File: config.mk
export PLATFORM = sky130hd
export DESIGN_NAME = clock_select_and_module_stop
export DESIGN_NICKNAME = d
export VERILOG_FILES = /design/src/common/clk_ctrl_pkg.sv /design/src/core/clock_select_and_module_stop.sv /design/src/core/ratio_tick.sv /design/src/core/sleep_halt.sv
export SDC_FILE = /design/constraint.sdc
export NUM_CORES = 1
export LEC_CHECK = 0
export BUFFER_PORTS_ARGS = -buffer_cell sky130_fd_sc_hd__buf_2
export CAP_MARGIN = 25
export CELL_PAD_IN_SITES_DETAIL_PLACEMENT = 1
export CELL_PAD_IN_SITES_GLOBAL_PLACEMENT = 1
export CORE_MARGIN = 8
export CORE_UTILIZATION = 40
export CTS_BUF_LIST = sky130_fd_sc_hd__clkbuf_4 sky130_fd_sc_hd__clkbuf_8
export CTS_CLUSTER_DIAMETER = 200
export DETAILED_ROUTE_END_ITERATION = 7
export PLACE_DENSITY = 0.89
export SLEW_MARGIN = 20
export SYNTH_ARGS = -nofsm -noshare
export SYNTH_HDL_FRONTEND = slang
export SYNTH_SLANG_ARGS = --single-unit
File: constraint.sdc
create_clock -name ref_clk -period 3.8 [get_ports ref_clk]
set_clock_uncertainty 0.2 [all_clocks]
set_input_delay 0.38 -clock ref_clk [delete_from_list [all_inputs] [get_ports ref_clk]]
set_output_delay 0.38 -clock ref_clk [all_outputs]
set_load 0.01 [all_outputs]
File: src/common/clk_ctrl_pkg.sv
// Purpose: shared constants and types for clock ratio and module-stop control
// Assumes: 16-bit registers reached at their printed byte addresses
// Notes: reset values are a local choice; no initial values are printed
package clk_ctrl_pkg;
  localparam int ADDR_W = 24;
  localparam int DATA_W = 16;
  localparam int SEL_W = 3;
  localparam int CNT_W = 3;

  // register addresses
  localparam logic [23:0] SYS_CLK_RATIO_OFS = 24'hff_fdc4;
  localparam logic [23:0] STOP_FIRST_OFS = 24'hff_fdc8;
  localparam logic [23:0] STOP_SECOND_OFS = 24'hff_fdca;
  localparam logic [23:0] STOP_THIRD_OFS = 24'hff_fdcc;

  // ratio selector fields
  localparam int CORE_SEL_LSB = 8;
  localparam int PERIPH_SEL_LSB = 4;
  localparam int EXT_BUS_SEL_LSB = 0;
  localparam logic [2:0] SEL_UNITY = 3'h2;
  localparam logic [2:0] SEL_DIV_MAX = 3'h5;

  // first stop register
  localparam int ALL_HALT_BIT = 15;
  localparam int DMA_BIT = 13;
  localparam int XFER_CTRL_BIT = 12;
  localparam int TIMER_32_BIT = 9;
  localparam int TIMER_10_BIT = 8;
  localparam int DAC_BIT = 5;
  localparam int ADC_BIT = 3;
  localparam int PULSE_TIMER_BIT = 0;
  // second stop register
  localparam int PULSE_GEN_BIT = 15;
  localparam int SERIAL_4_BIT = 12;
  localparam int SERIAL_2_BIT = 10;
  localparam int SERIAL_1_BIT = 9;
  localparam int SERIAL_0_BIT = 8;
  localparam int I2C_1_BIT = 7;
  localparam int I2C_0_BIT = 6;
  // third stop register
  localparam int SERIAL_5_BIT = 15;
  localparam int SERIAL_6_BIT = 14;
  localparam int TIMER_45_BIT = 13;
  localparam int TIMER_67_BIT = 12;
  localparam int USB_BIT = 11;
  localparam int CRC_BIT = 10;
  localparam int RAM_BLOCKS = 5;

  // implemented bits; all others read zero
  localparam logic [15:0] RATIO_MASK = 16'h0777;
  localparam logic [15:0] FIRST_MASK = 16'hb329;
  localparam logic [15:0] FIRST_PERIPH_MASK = 16'h3329;
  localparam logic [15:0] SECOND_MASK = 16'h97c0;
  localparam logic [15:0] THIRD_MASK = 16'hfc1f;
  localparam logic [15:0] THIRD_PERIPH_MASK = 16'hfc00;

  localparam logic [15:0] RATIO_RESET = 16'h0222;
  localparam logic [15:0] FIRST_RESET = 16'h3329;
  localparam logic [15:0] SECOND_RESET = 16'h97c0;
  localparam logic [15:0] THIRD_RESET = 16'hfc00;

  typedef struct packed {
    logic [23:0] addr;
    logic [15:0] wdata;
    logic wr;
    logic rd;
  } reg_req_t;

  typedef enum logic {RUN_ST, HALT_ST} halt_state_t;
endpackage

File: src/core/clock_select_and_module_stop.sv
// Purpose: clock ratio selection and module-stop gating for on-chip units
// Assumes: single ref_clk domain; sleep and wake come from core logic
// Notes: registers sit at their printed addresses on a plain port
//
// Functional notes
// core clock ratio from bits 10..8, 010 unity
// peripheral clock ratio from bits 6..4
// external bus clock ratio from bits 2..0
// stop bit 1 halts module, 0 resumes
// first register bit 15 enables all-clock halt
// sleep halts bus/io only when all stopped
// first register stop bit map
// second register stop bit map
// third register bit 15 serial five
// third register bits 14..10 map
// third register bits 4..0 ram blocks
`timescale 1ns/100ps
module clock_select_and_module_stop (
  input wire logic ref_clk,
  input wire logic resetn,
  input wire logic clk_en,
  input wire logic [23:0] reg_addr,
  input wire logic [15:0] reg_wdata,
  input wire logic reg_wr,
  input wire logic reg_rd,
  output logic [15:0] reg_rdata,
  input wire logic sleep_exec,
  input wire logic wake_req,
  output logic core_clk_tick,
  output logic periph_clk_tick,
  output logic ext_bus_clk_tick,
  output logic bus_io_halt,
  output logic halt_dma_engine,
  output logic halt_transfer_controller,
  output logic halt_timer_pair_32,
  output logic halt_timer_pair_10,
  output logic halt_dac,
  output logic halt_adc,
  output logic halt_pulse_timers,
  output logic halt_pulse_generator,
  output logic halt_serial_4,
  output logic halt_serial_2,
  output logic halt_serial_1,
  output logic halt_serial_0,
  output logic halt_i2c_1,
  output logic halt_i2c_0,
  output logic halt_serial_5,
  output logic halt_serial_6,
  output logic halt_timer_pair_45,
  output logic halt_timer_pair_67,
  output logic halt_usb,
  output logic halt_crc_checker,
  output logic [4:0] halt_ram_block
);
  clk_ctrl_pkg::reg_req_t req;
  logic [15:0] ratio_reg;
  logic [15:0] first_reg;
  logic [15:0] second_reg;
  logic [15:0] third_reg;
  logic [15:0] rdata_reg;
  logic [15:0] rdata_next;
  logic [2:0] sel [3];
  logic [2:0] ticks;
  logic all_stopped;

  assign req = '{addr: reg_addr, wdata: reg_wdata, wr: reg_wr, rd: reg_rd};

  // register writes; unimplemented bits never store
  always_ff @(posedge ref_clk or negedge resetn)
  begin
    if (!resetn)
      ratio_reg <= clk_ctrl_pkg::RATIO_RESET;
    else if (clk_en && req.wr && req.addr == clk_ctrl_pkg::SYS_CLK_RATIO_OFS)
      ratio_reg <= req.wdata & clk_ctrl_pkg::RATIO_MASK;
  end

  always_ff @(posedge ref_clk or negedge resetn)
  begin
    if (!resetn)
      first_reg <= clk_ctrl_pkg::FIRST_RESET;
    else if (clk_en && req.wr && req.addr == clk_ctrl_pkg::STOP_FIRST_OFS)
      first_reg <= req.wdata & clk_ctrl_pkg::FIRST_MASK;
  end

  always_ff @(posedge ref_clk or negedge resetn)
  begin
    if (!resetn)
      second_reg <= clk_ctrl_pkg::SECOND_RESET;
    else if (clk_en && req.wr && req.addr == clk_ctrl_pkg::STOP_SECOND_OFS)
      second_reg <= req.wdata & clk_ctrl_pkg::SECOND_MASK;
  end

  always_ff @(posedge ref_clk or negedge resetn)
  begin
    if (!resetn)
      third_reg <= clk_ctrl_pkg::THIRD_RESET;
    else if (clk_en && req.wr && req.addr == clk_ctrl_pkg::STOP_THIRD_OFS)
      third_reg <= req.wdata & clk_ctrl_pkg::THIRD_MASK;
  end

  // unmapped addresses read as zero
  always_comb
  begin
    rdata_next = 16'h0000;
    if (req.rd)
    begin
      unique case (req.addr)
        clk_ctrl_pkg::SYS_CLK_RATIO_OFS: rdata_next = ratio_reg;
        clk_ctrl_pkg::STOP_FIRST_OFS: rdata_next = first_reg;
        clk_ctrl_pkg::STOP_SECOND_OFS: rdata_next = second_reg;
        clk_ctrl_pkg::STOP_THIRD_OFS: rdata_next = third_reg;
        default: rdata_next = 16'h0000;
      endcase
    end
  end

  // read data stands only in the cycle after the strobe
  always_ff @(posedge ref_clk or negedge resetn)
  begin
    if (!resetn)
      rdata_reg <= 16'h0000;
    else if (clk_en)
      rdata_reg <= rdata_next;
  end

  assign reg_rdata = rdata_reg;

  // ratio selectors, one tick stream each
  assign sel[0] = ratio_reg[clk_ctrl_pkg::CORE_SEL_LSB +: 3];
  assign sel[1] = ratio_reg[clk_ctrl_pkg::PERIPH_SEL_LSB +: 3];
  assign sel[2] = ratio_reg[clk_ctrl_pkg::EXT_BUS_SEL_LSB +: 3];

  generate
    for (genvar i = 0; i < 3; i++)
    begin : g_tick
      ratio_tick u_tick (
        .ref_clk(ref_clk),
        .resetn(resetn),
        .clk_en(clk_en),
        .sel(sel[i]),
        .tick(ticks[i])
      );
    end
  endgenerate

  assign core_clk_tick = ticks[0];
  assign periph_clk_tick = ticks[1];
  assign ext_bus_clk_tick = ticks[2];

  // ram blocks are not peripherals, so they do not gate the halt
  assign all_stopped =
    ((first_reg & clk_ctrl_pkg::FIRST_PERIPH_MASK)
      == clk_ctrl_pkg::FIRST_PERIPH_MASK) &&
    (second_reg == clk_ctrl_pkg::SECOND_MASK) &&
    ((third_reg & clk_ctrl_pkg::THIRD_PERIPH_MASK)
      == clk_ctrl_pkg::THIRD_PERIPH_MASK);

  sleep_halt u_halt (
    .ref_clk(ref_clk),
    .resetn(resetn),
    .clk_en(clk_en),
    .all_halt_enable(first_reg[clk_ctrl_pkg::ALL_HALT_BIT]),
    .all_stopped(all_stopped),
    .sleep_exec(sleep_exec),
    .wake_req(wake_req),
    .halted(bus_io_halt)
  );

  // stop outputs straight from register flops
  assign halt_dma_engine = first_reg[clk_ctrl_pkg::DMA_BIT];
  assign halt_transfer_controller = first_reg[clk_ctrl_pkg::XFER_CTRL_BIT];
  assign halt_timer_pair_32 = first_reg[clk_ctrl_pkg::TIMER_32_BIT];
  assign halt_timer_pair_10 = first_reg[clk_ctrl_pkg::TIMER_10_BIT];
  assign halt_dac = first_reg[clk_ctrl_pkg::DAC_BIT];
  assign halt_adc = first_reg[clk_ctrl_pkg::ADC_BIT];
  assign halt_pulse_timers = first_reg[clk_ctrl_pkg::PULSE_TIMER_BIT];
  assign halt_pulse_generator = second_reg[clk_ctrl_pkg::PULSE_GEN_BIT];
  assign halt_serial_4 = second_reg[clk_ctrl_pkg::SERIAL_4_BIT];
  assign halt_serial_2 = second_reg[clk_ctrl_pkg::SERIAL_2_BIT];
  assign halt_serial_1 = second_reg[clk_ctrl_pkg::SERIAL_1_BIT];
  assign halt_serial_0 = second_reg[clk_ctrl_pkg::SERIAL_0_BIT];
  assign halt_i2c_1 = second_reg[clk_ctrl_pkg::I2C_1_BIT];
  assign halt_i2c_0 = second_reg[clk_ctrl_pkg::I2C_0_BIT];
  assign halt_serial_5 = third_reg[clk_ctrl_pkg::SERIAL_5_BIT];
  assign halt_serial_6 = third_reg[clk_ctrl_pkg::SERIAL_6_BIT];
  assign halt_timer_pair_45 = third_reg[clk_ctrl_pkg::TIMER_45_BIT];
  assign halt_timer_pair_67 = third_reg[clk_ctrl_pkg::TIMER_67_BIT];
  assign halt_usb = third_reg[clk_ctrl_pkg::USB_BIT];
  assign halt_crc_checker = third_reg[clk_ctrl_pkg::CRC_BIT];
  // bit 0 is the highest 8 KB block
  assign halt_ram_block = third_reg[clk_ctrl_pkg::RAM_BLOCKS-1:0];

  // checks
  chk_core_unity_tick: assert property (
    @(posedge ref_clk) disable iff (!resetn)
    (resetn && clk_en && sel[0] == clk_ctrl_pkg::SEL_UNITY)
      |=> core_clk_tick)
    else $error("core tick missing at unity ratio");

  chk_periph_div_two: assert property (
    @(posedge ref_clk) disable iff (!resetn)
    (clk_en && sel[1] == 3'h3 && periph_clk_tick)
      ##1 (clk_en && sel[1] == 3'h3) |=> periph_clk_tick)
    else $error("peripheral tick not halved");

  chk_periph_tick_gap: assert property (
    @(posedge ref_clk) disable iff (!resetn)
    (clk_en && sel[1] == 3'h3 && periph_clk_tick) |=> !periph_clk_tick)
    else $error("peripheral tick not followed by a gap");

  chk_ext_unity_tick: assert property (
    @(posedge ref_clk) disable iff (!resetn)
    (resetn && clk_en && sel[2] == clk_ctrl_pkg::SEL_UNITY)
      |=> ext_bus_clk_tick)
    else $error("external bus tick missing at unity ratio");

  chk_stop_write_one: assert property (
    @(posedge ref_clk) disable iff (!resetn)
    (clk_en && reg_wr && reg_addr == clk_ctrl_pkg::STOP_FIRST_OFS)
      |=> (halt_dma_engine == $past(reg_wdata[13])) &&
          (halt_pulse_timers == $past(reg_wdata[0])))
    else $error("first stop write not applied");

  chk_all_halt_read: assert property (
    @(posedge ref_clk) disable iff (!resetn)
    (clk_en && reg_rd && reg_addr == clk_ctrl_pkg::STOP_FIRST_OFS)
      |=> reg_rdata[15] == first_reg[clk_ctrl_pkg::ALL_HALT_BIT])
    else $error("all-halt enable readback wrong");

  chk_halt_cause: assert property (
    @(posedge ref_clk) disable iff (!resetn)
    $rose(bus_io_halt) |->
      $past(sleep_exec && all_stopped && first_reg[15] && clk_en))
    else $error("bus halt without its cause");

  chk_halt_entry: assert property (
    @(posedge ref_clk) disable iff (!resetn)
    (clk_en && !bus_io_halt && sleep_exec && all_stopped &&
      first_reg[15]) |=> bus_io_halt)
    else $error("bus halt not entered on sleep");

  chk_first_map: assert property (
    @(posedge ref_clk) disable iff (!resetn)
    (clk_en && reg_wr && reg_addr == clk_ctrl_pkg::STOP_FIRST_OFS)
      |=> halt_transfer_controller == $past(reg_wdata[12]) &&
          halt_adc == $past(reg_wdata[3]))
    else $error("first stop map wrong");

  chk_second_map: assert property (
    @(posedge ref_clk) disable iff (!resetn)
    (clk_en && reg_wr && reg_addr == clk_ctrl_pkg::STOP_SECOND_OFS)
      |=> halt_i2c_0 == $past(reg_wdata[6]) &&
          halt_pulse_generator == $past(reg_wdata[15]))
    else $error("second stop map wrong");

  chk_serial5_map: assert property (
    @(posedge ref_clk) disable iff (!resetn)
    (clk_en && reg_wr && reg_addr == clk_ctrl_pkg::STOP_THIRD_OFS)
      |=> halt_serial_5 == $past(reg_wdata[15]))
    else $error("serial five stop wrong");

  chk_third_map: assert property (
    @(posedge ref_clk) disable iff (!resetn)
    (clk_en && reg_wr && reg_addr == clk_ctrl_pkg::STOP_THIRD_OFS)
      |=> halt_usb == $past(reg_wdata[11]) &&
          halt_crc_checker == $past(reg_wdata[10]))
    else $error("third stop map wrong");

  chk_ram_map: assert property (
    @(posedge ref_clk) disable iff (!resetn)
    (clk_en && reg_wr && reg_addr == clk_ctrl_pkg::STOP_THIRD_OFS)
      |=> halt_ram_block == $past(reg_wdata[4:0]))
    else $error("ram block stop wrong");

  chk_core_tick_gap: assert property (
    @(posedge ref_clk) disable iff (!resetn)
    (clk_en && sel[0] == 3'h3 && core_clk_tick) |=> !core_clk_tick)
    else $error("core tick not followed by a gap");

  chk_ext_tick_gap: assert property (
    @(posedge ref_clk) disable iff (!resetn)
    (clk_en && sel[2] == 3'h3 && ext_bus_clk_tick) |=> !ext_bus_clk_tick)
    else $error("external bus tick not followed by a gap");

  chk_periph_unity_tick: assert property (
    @(posedge ref_clk) disable iff (!resetn)
    (resetn && clk_en && sel[1] == clk_ctrl_pkg::SEL_UNITY)
      |=> periph_clk_tick)
    else $error("peripheral tick missing at unity ratio");

  chk_ratio_readback: assert property (
    @(posedge ref_clk) disable iff (!resetn)
    (clk_en && reg_rd && reg_addr == clk_ctrl_pkg::SYS_CLK_RATIO_OFS)
      |=> reg_rdata == ratio_reg)
    else $error("ratio register readback wrong");

  chk_second_write: assert property (
    @(posedge ref_clk) disable iff (!resetn)
    (clk_en && reg_wr && reg_addr == clk_ctrl_pkg::STOP_SECOND_OFS)
      |=> (halt_serial_0 == $past(reg_wdata[8])) &&
          (halt_serial_4 == $past(reg_wdata[12])))
    else $error("second stop write not applied");

  chk_third_write: assert property (
    @(posedge ref_clk) disable iff (!resetn)
    (clk_en && reg_wr && reg_addr == clk_ctrl_pkg::STOP_THIRD_OFS)
      |=> (halt_serial_6 == $past(reg_wdata[14])) &&
          (halt_timer_pair_45 == $past(reg_wdata[13])))
    else $error("third stop write not applied");

  chk_first_timers: assert property (
    @(posedge ref_clk) disable iff (!resetn)
    (clk_en && reg_wr && reg_addr == clk_ctrl_pkg::STOP_FIRST_OFS)
      |=> (halt_timer_pair_32 == $past(reg_wdata[9])) &&
          (halt_timer_pair_10 == $past(reg_wdata[8])) &&
          (halt_dac == $past(reg_wdata[5])))
    else $error("first stop timer map wrong");

  chk_second_serial: assert property (
    @(posedge ref_clk) disable iff (!resetn)
    (clk_en && reg_wr && reg_addr == clk_ctrl_pkg::STOP_SECOND_OFS)
      |=> (halt_serial_2 == $past(reg_wdata[10])) &&
          (halt_serial_1 == $past(reg_wdata[9])) &&
          (halt_i2c_1 == $past(reg_wdata[7])))
    else $error("second stop serial map wrong");

  chk_timer_67_map: assert property (
    @(posedge ref_clk) disable iff (!resetn)
    (clk_en && reg_wr && reg_addr == clk_ctrl_pkg::STOP_THIRD_OFS)
      |=> halt_timer_pair_67 == $past(reg_wdata[12]))
    else $error("third stop timer map wrong");

  chk_all_halt_write: assert property (
    @(posedge ref_clk) disable iff (!resetn)
    (clk_en && reg_wr && reg_addr == clk_ctrl_pkg::STOP_FIRST_OFS)
      |=> first_reg[clk_ctrl_pkg::ALL_HALT_BIT] == $past(reg_wdata[15]))
    else $error("all-halt enable write lost");

  chk_stop_freeze: assert property (
    @(posedge ref_clk) disable iff (!resetn)
    !clk_en |=> $stable(first_reg) && $stable(second_reg) &&
      $stable(third_reg) && $stable(ratio_reg))
    else $error("register changed with clock enable low");

  chk_halt_hold: assert property (
    @(posedge ref_clk) disable iff (!resetn)
    (bus_io_halt && !(clk_en && wake_req)) |=> bus_io_halt)
    else $error("bus halt dropped without wake");

  chk_wake_exit: assert property (
    @(posedge ref_clk) disable iff (!resetn)
    (clk_en && bus_io_halt && wake_req) |=> !bus_io_halt)
    else $error("bus halt kept after wake");

  chk_halt_disabled: assert property (
    @(posedge ref_clk) disable iff (!resetn)
    (!bus_io_halt && !first_reg[clk_ctrl_pkg::ALL_HALT_BIT])
      |=> !bus_io_halt)
    else $error("bus halt entered while disabled");
endmodule

File: src/core/ratio_tick.sv
// Purpose: one clock-enable tick stream from a three-bit ratio selector
// Assumes: a multiplying code cannot exceed ref_clk, so it runs at x1
// Notes: codes 3 to 5 divide by 2, 4 and 8
`timescale 1ns/100ps
module ratio_tick (
  input wire logic ref_clk,
  input wire logic resetn,
  input wire logic clk_en,
  input wire logic [2:0] sel,
  output logic tick
);
  logic [2:0] cnt_reg;
  logic [2:0] limit;
  logic tick_reg;

  always_comb
  begin
    if (sel > clk_ctrl_pkg::SEL_UNITY && sel <= clk_ctrl_pkg::SEL_DIV_MAX)
      limit = 3'((3'h1 << (sel - clk_ctrl_pkg::SEL_UNITY)) - 3'h1);
    else
      limit = 3'h0;
  end

  always_ff @(posedge ref_clk or negedge resetn)
  begin
    if (!resetn)
      cnt_reg <= 3'h0;
    else if (clk_en)
      cnt_reg <= (cnt_reg >= limit) ? 3'h0 : cnt_reg + 3'h1;
  end

  // >= so that a ratio change mid-count never stalls the stream
  always_ff @(posedge ref_clk or negedge resetn)
  begin
    if (!resetn)
      tick_reg <= 1'b0;
    else if (clk_en)
      tick_reg <= (cnt_reg >= limit);
  end

  assign tick = tick_reg;
endmodule

File: src/core/sleep_halt.sv
// Purpose: bus controller and i/o port halt on sleep in all-stop mode
// Assumes: sleep and wake requests come from logic on ref_clk
// Notes: halt stays until a wake request
`timescale 1ns/100ps
module sleep_halt (
  input wire logic ref_clk,
  input wire logic resetn,
  input wire logic clk_en,
  input wire logic all_halt_enable,
  input wire logic all_stopped,
  input wire logic sleep_exec,
  input wire logic wake_req,
  output logic halted
);
  clk_ctrl_pkg::halt_state_t state_reg;

  always_ff @(posedge ref_clk or negedge resetn)
  begin
    if (!resetn)
      state_reg <= clk_ctrl_pkg::RUN_ST;
    else if (clk_en)
    begin
      unique case (state_reg)
        clk_ctrl_pkg::RUN_ST:
          if (sleep_exec && all_halt_enable && all_stopped)
            state_reg <= clk_ctrl_pkg::HALT_ST;
        clk_ctrl_pkg::HALT_ST:
          if (wake_req)
            state_reg <= clk_ctrl_pkg::RUN_ST;
      endcase
    end
  end

  assign halted = (state_reg == clk_ctrl_pkg::HALT_ST);
endmodule

==> results of run 1 <==
==> cell usage after synthesis (all sizes together) (3+ instances only) <==
cell type / n / area, um^2
dfrtp: 41 / 1030
mux2: 38 / 465
ha: 24 / 300
dfstp: 23 / 604
inv: 23 / 86.3
nand2b: 18 / 113
nand4: 13 / 106
nor2: 12 / 45.0
nand2: 11 / 41.3
nand3: 10 / 55.1
o21ai: 9 / 45.0
o22ai: 9 / 56.3
o31ai: 9 / 67.6
clkbuf: 8 / 30.0
mux2i: 8 / 80.1
nor2b: 7 / 43.8
a21oi: 6 / 30.0
a22oi: 6 / 45.0
buf: 5 / 43.8
a21o: 4 / 30.0
and2: 4 / 25.0
nand4b: 4 / 35.0
a22o: 3 / 26.3
a2bb2oi: 3 / 26.3
nor4: 3 / 33.8
or3: 3 / 18.8
==> where the power goes <==
group	switching, W	internal (W)
logic	0.0000502	0.0000298
clock network	0.000292	0.000370
registers	0.000000000654	0.000682
total	0.000342	0.00108
==> what timing repair did <==
| item | CTS | global route |
|---|---|---|
| setup buffers | 0 | 0 |
| hold buffers | 1 | 0 |
| hold endpoints to repair | 13 | 0 |
| endpoints found under the setup margin | 0 | 0 |
==> layer usage <==
| layer | GRT usage, % | routed length [um] |
|---|---|---|
| met5 | 0 | 0 |
| met4 | 9.07 | 371 |
| met1 | 19.6 | 4410 |
| met2 | 30.3 | 5450 |
| met3 | 3.01 | 378 |
==> cell families (layout without fill, tap and decap cells) <==
logic type                 count (synthesis)  after routing
adders and majority gates                 24             24
DFF                                       64             64
muxes                                     46             46
xor gates and xnor gates                   2              2
and+or+nand+nor                           95             95
AOI/OAI and AO/OA                         57             57
buffers and inverters                     36            134
==> critical path, cell delays in order, from the launching register on <==
cell	delay [ns]
dfstp_2	0.62
inv_1	0.09
ha_1	0.33
nand3b_1	0.11
ha_1	0.28
or2_2	0.29
ha_1	0.27
a21o_1	0.18
a21o_1	0.21
mux2_2	0.27
==> how the worst max path moves through the flow <==
stage | start | cells past startpoint | to
after floorplan | ratio_reg[1] | 11 | g_tick[2].u_tick.tick
after global placement | ratio_reg[5] | 9 | g_tick[1].u_tick.tick
after detailed placement | ratio_reg[5] | 9 | g_tick[1].u_tick.tick
after CTS | ratio_reg[5] | 9 | g_tick[1].u_tick.tick
after global routing | ratio_reg[1] | 10 | g_tick[2].u_tick.cnt_reg[2]
final | ratio_reg[5] | 9 | g_tick[1].u_tick.tick
==> area by class of cell <==
class	instances	area (um^2)
clock buffer	9	124
clock inverter	7	96.3
fill	976	4340
inverter	23	86.3
multi-input combinational	224	1850
sequential	64	1630
tap	108	135
timing repair buffer	95	500
==> per-stage QoR <==
step / total power, W / cell area [um^2] / worst slack, ns / hold WS [ns] / utilization (%)
after floorplan: 0.000721 / 3640 / 0.954 / -0.116 / -
after global placement: 0.000768 / 4170 / 0.977 / 0.260 / 47.6
after detailed placement: 0.000774 / 4190 / 0.855 / 0.163 / 47.8
after CTS: 0.00143 / 4420 / 0.835 / 0.0487 / 50.4
after global routing: 0.00146 / 4420 / 0.714 / 0.0576 / 50.4
final: 0.00142 / 4420 / 0.845 / 0.0553 / 50.4
==> flow_summary_export.csv, run 1 <==
group,metric,value,unit
cts,numCtsBuffers,9,
critical_path,reg2reg_depth,9,
cts,cts_buffer_depth,2,
layout,final_common_cell,"buf_2",
critical_path,worstSetupPathType,"flop to flop",
synth,ys_seq_area_share,44.8,%
timing,max_freq,0.338,GHz
route,dr.first_iter.drc_count,84,
placement,dpl.cell_count,513,
route,drcViolationCount,0,
synth,syn_area_per_cell,11.2,um^2
power,power_density,322,mW/mm^2
timing,fin_crit,2.95,ns
synth,synth_edf_count,0,
layout,n_antenna_cell,0,
hold_path,hold_depth,2,
timing,worst_pin_slew,0.715,ns
synth,ys_warn_count,0,
synth,yosys.area_share.simple,16.4,%
timing,setup_violations,0,
layout,final_cells,530,
grt,antenna_found_initial,0,
synth,synth_nets,395,
placement,numPortBuffers,91,
cts,cts_tree,"done",
layout,largest_reg_flops,16,
critical_path,rrSetupSlack,0.85,ns
route,vias_per_cell,5.59,
floorplan,core_area,0.00876,mm^2
critical_path,end_kind,"flop",
layout,nets,488,
route,drt_pass1_iterations,4,
status,status,"complete, no violations",
route,drt-wirelength-per-cell,20.0,um
timing,hold_viol,0,
floorplan,core.rowCount,34,
grt,grt_pass1_vias,3368,
timing,rsz0062_at_grt,"false",
hold_path,hold_end,"third_reg[14]",
synth,synthMuxAreaShare,15.0,%
power,ir_drop,231,uV
route,vias,2964,
synth,ys_ff_latch,64,
timing,timing.final.crit_share,77.8,%
floorplan,die_w,111,um
floorplan,pin_count,92,
grt,grt_max_degree,46,
placement,gp_congestion,0.832,
critical_path,cp.arrival,2.99,ns
cts,cts-root-buf,"clkbuf_8",
cts,cts_resized,0,
layout,drive_gt1_share,42.7,%
critical_path,worst_setup_path_start_kind,"flop",
synth,synthAdderAreaFrac,8.26,%
critical_path,worstReg2RegStart,"ratio_reg[5]",
power,leakage,2.14,nW
timing,maxSlewHeadroom,52.0,%
synth,synth_top_family_by_area,"simple AND/OR/NAND/NOR gates",
synth,synth_ff_type,"dfrtp_1",
layout,most-common-layout-cells,"buf_2 (91), dfrtp_1 (41), mux2_2 (28)",
synth,synth_compound_area_share,10.7,%
timing,finalSetupTns,0,ns
run,drv_cap,0,
route,ant_nets,0,
critical_path,crit_fanout,8,
synth,ys_async_sr_fraction,100,%
floorplan,initial_core_util,41.5,%
hold_path,hold_path.class,"input port to flop",
cts,path_clk_slew,0.08,ns
critical_path,required,3.84,ns
route,routed_wl,10.6,mm
cts,htree_levels,3,
layout,area_delta_synth_final,21.5,%
floorplan,die_h,111,um
synth,syn_inst,324,
timing,timing.final.max_slew_violations,0,
cts,clk_latency,0.35,ns
floorplan,dieArea,0.0124,mm^2
grt,grt_usage,17.3,%
hold_path,min-delay-start,"reg_wdata[14]",
placement,dp_hpwl,8.13,mm
synth,netlist_area,0.00364,mm^2
cts,clkSinkCount,64,
critical_path,worst_r2r_endpoint,"g_tick[1].u_tick.tick",
synth,synth-xor-area-share,0.482,%
synth,synth.distinct_cells,49,
grt,grt_overflow,0,
grt,grt_pass1_wl,17.6,mm
No activity file was read; power rests on OpenSTA's default activity.
==> run 2, diff against run 1 <==
CORE_UTILIZATION = 39   (was 40)
PLACE_DENSITY = 0.9   (was 0.89)
clock period = 2.7 ns   (was 3.8 ns; I/O delays follow)
==> run 2 against run 1 <==
The run now ends with negative setup slack left. Sequential power up 41%. Wire length up 17%. Via count up 5.7%.
==> flow_summary_export.csv, run 2 (synthesis results as in run 1) <==
group,metric,value,unit
timing,timing.final.crit_share,102,%
layout,final_cells,561,
status,violations,"negative setup slack",
critical_path,rrSetupSlack,-0.04,ns
grt,grt_overflow,0,
critical_path,crit_path_start,"ratio_reg[5]",
critical_path,cp_top_family,"compound AO/OA/AOI/OAI gates",
grt,grt_pass1_vias,3586,
route,drcViolationCount,0,
critical_path,cp.arrival,2.77,ns
critical_path,worst-path-stages,11,
cts,numCtsBuffers,9,
placement,dpl.cell_count,523,
layout,drive_gt1_share,48.2,%
layout,seq_area,0.00163,mm^2
critical_path,required,2.72,ns
floorplan,die_h,113,um
critical_path,end_kind,"flop",
critical_path,cp.buffers_inverters,1,
cts,clk_latency,0.34,ns
timing,hold_viol,0,
timing,maxSlewHeadroom,54.2,%
floorplan,dieArea,0.0127,mm^2
route,drt_pass1_iterations,4,
grt,grt_usage,19.2,%
critical_path,reg2reg_depth,11,
run,drv_cap,0,
grt,antenna_found_initial,0,
cts,cts-root-buf,"clkbuf_8",
power,power_density,386,mW/mm^2
route,vias_per_cell,5.59,
timing,setup_slack,-0.0420,ns
power,ir_drop,264,uV
layout,n_antenna_cell,0,
cts,htree_levels,3,
layout,final_common_cell,"buf_2",
route,routed_wl,12.4,mm
timing,setup_violations,1,
grt,grt_max_degree,65,
placement,gp_congestion,0.829,
timing,worst_pin_slew,0.683,ns
placement,numPortBuffers,91,
floorplan,core.rowCount,35,
critical_path,worstSetupPathType,"flop to flop",
grt,grt_pass1_wl,19.1,mm
layout,most-common-layout-cells,"buf_2 (91), dfrtp_1 (40), mux2_2 (27)",
route,ant_nets,0,
layout,area_delta_synth_final,33.6,%
placement,dp_hpwl,8.34,mm
hold_path,hold_path.class,"input port to flop",
timing,fin_crit,2.74,ns
route,drt-wirelength-per-cell,22.1,um
layout,nets,516,
route,vias,3134,
critical_path,worst_path_max_delay_cell,"dfstp_2",
floorplan,core_area,0.00915,mm^2
layout,largest_reg_flops,16,
status,status,"finished with violations",
layout,utilization,53.1,%
critical_path,cpPeakStageDelay,0.38,ns
timing,rsz0062_at_grt,"true",
power,finalPower,0.00188,W
power,leakage,2.30,nW
critical_path,worstReg2RegStart,"ratio_reg[5]",
floorplan,pin_count,92,
cts,clkSinkCount,64,
cts,path_clk_slew,0.07,ns
route,dr.first_iter.drc_count,134,
placement,place_ws,-0.0370,ns
critical_path,crit_end,"g_tick[1].u_tick.tick",
timing,fin_hold_ws,0.0493,ns
floorplan,initial_core_util,39.7,%
layout,multiInputGateArea,0.00205,mm^2
critical_path,crit_fanout,3,
floorplan,die_w,113,um
cts,cts_tree,"done",
cts,cts_buffer_depth,2,
critical_path,worst_r2r_endpoint,"g_tick[1].u_tick.tick",
critical_path,worst_setup_path_start_kind,"flop",
timing,max_freq,0.365,GHz
timing,timing.final.max_slew_violations,0,
critical_path,cp_cell_sequence,"buf_6 -> ha_4 -> nor2b_4 -> a211oi_2 -> o21bai_4 -> nor2b_4 -> ha_4 -> nand2b_4 -> a21o_1 -> a21o_1 -> mux2_4",
layout,fillers,1016,
## run 2: cell type report
class	instances	area share (%)
well taps	111	2.86
multi-input cells	224	42.2
inverters	23	1.78
flip-flops and latches	64	33.6
clock buffers	15	3.73
clock inverters	1	0.103
repair buffers	123	15.8
## run 2: worst min-delay path, stage by stage
cell and delay (ns):
buf_2 0.10, nand2_1 0.06, a22o_1 0.12
## run 2: where the power goes
group | leakage (nW) | switching (W) | internal, W
Combinational | 1.41 | 0.0000773 | 0.0000579
Clock | 0.101 | 0.000359 | 0.000424
Sequential | 0.793 | 0.000000000883 | 0.000960
## run 2: timing repair
| action | in CTS | in global routing |
|---|---|---|
| pin swaps | 4 | 9 |
| gates cloned | 0 | 0 |
| setup buffers | 3 | 2 |
| gates resized for setup | 14 | 20 |
| endpoints found under the setup margin | 9 | 12 |
| hold buffers | 17 | 0 |
| hold endpoints to repair | 73 | 0 |
## run 2: metrics by stage
stage | setup TNS [ns] | area [um^2]
global placement | 0 | 4280
CTS | -0.0228 | 4730
global route | -0.427 | 4860
floorplan | 0 | 3670
detailed placement | -0.0911 | 4280
finish | -0.0420 | 4860
## run 2: worst min path at each step
| stage | start | to | slack, ns | cells after the start |
|---|---|---|---|---|
| 2_1_floorplan | resetn | first_reg[15] | -0.23 | 0 |
| 4_1_cts | wake_req | u_halt.halted | 0.04 | 3 |
| 5_1_grt | wake_req | u_halt.halted | 0.06 | 3 |
| 3_5_place_dp | resetn | g_tick[2].u_tick.cnt_reg[1] | 0.11 | 2 |
| 6_report | wake_req | u_halt.halted | 0.05 | 3 |
| 3_3_place_gp | resetn | g_tick[2].u_tick.cnt_reg[1] | 0.11 | 2 |
## run 2: metal layers
layer / share of wire, % / global-route usage [%] / vias up
met1: 38 / 20.3 / 1569
met3: 4.8 / 4.94 / 47
met5: 0 / 0 / -
met2: 53 / 35.3 / 108
met4: 3.8 / 7.55 / 0
li1: - / - / 1410
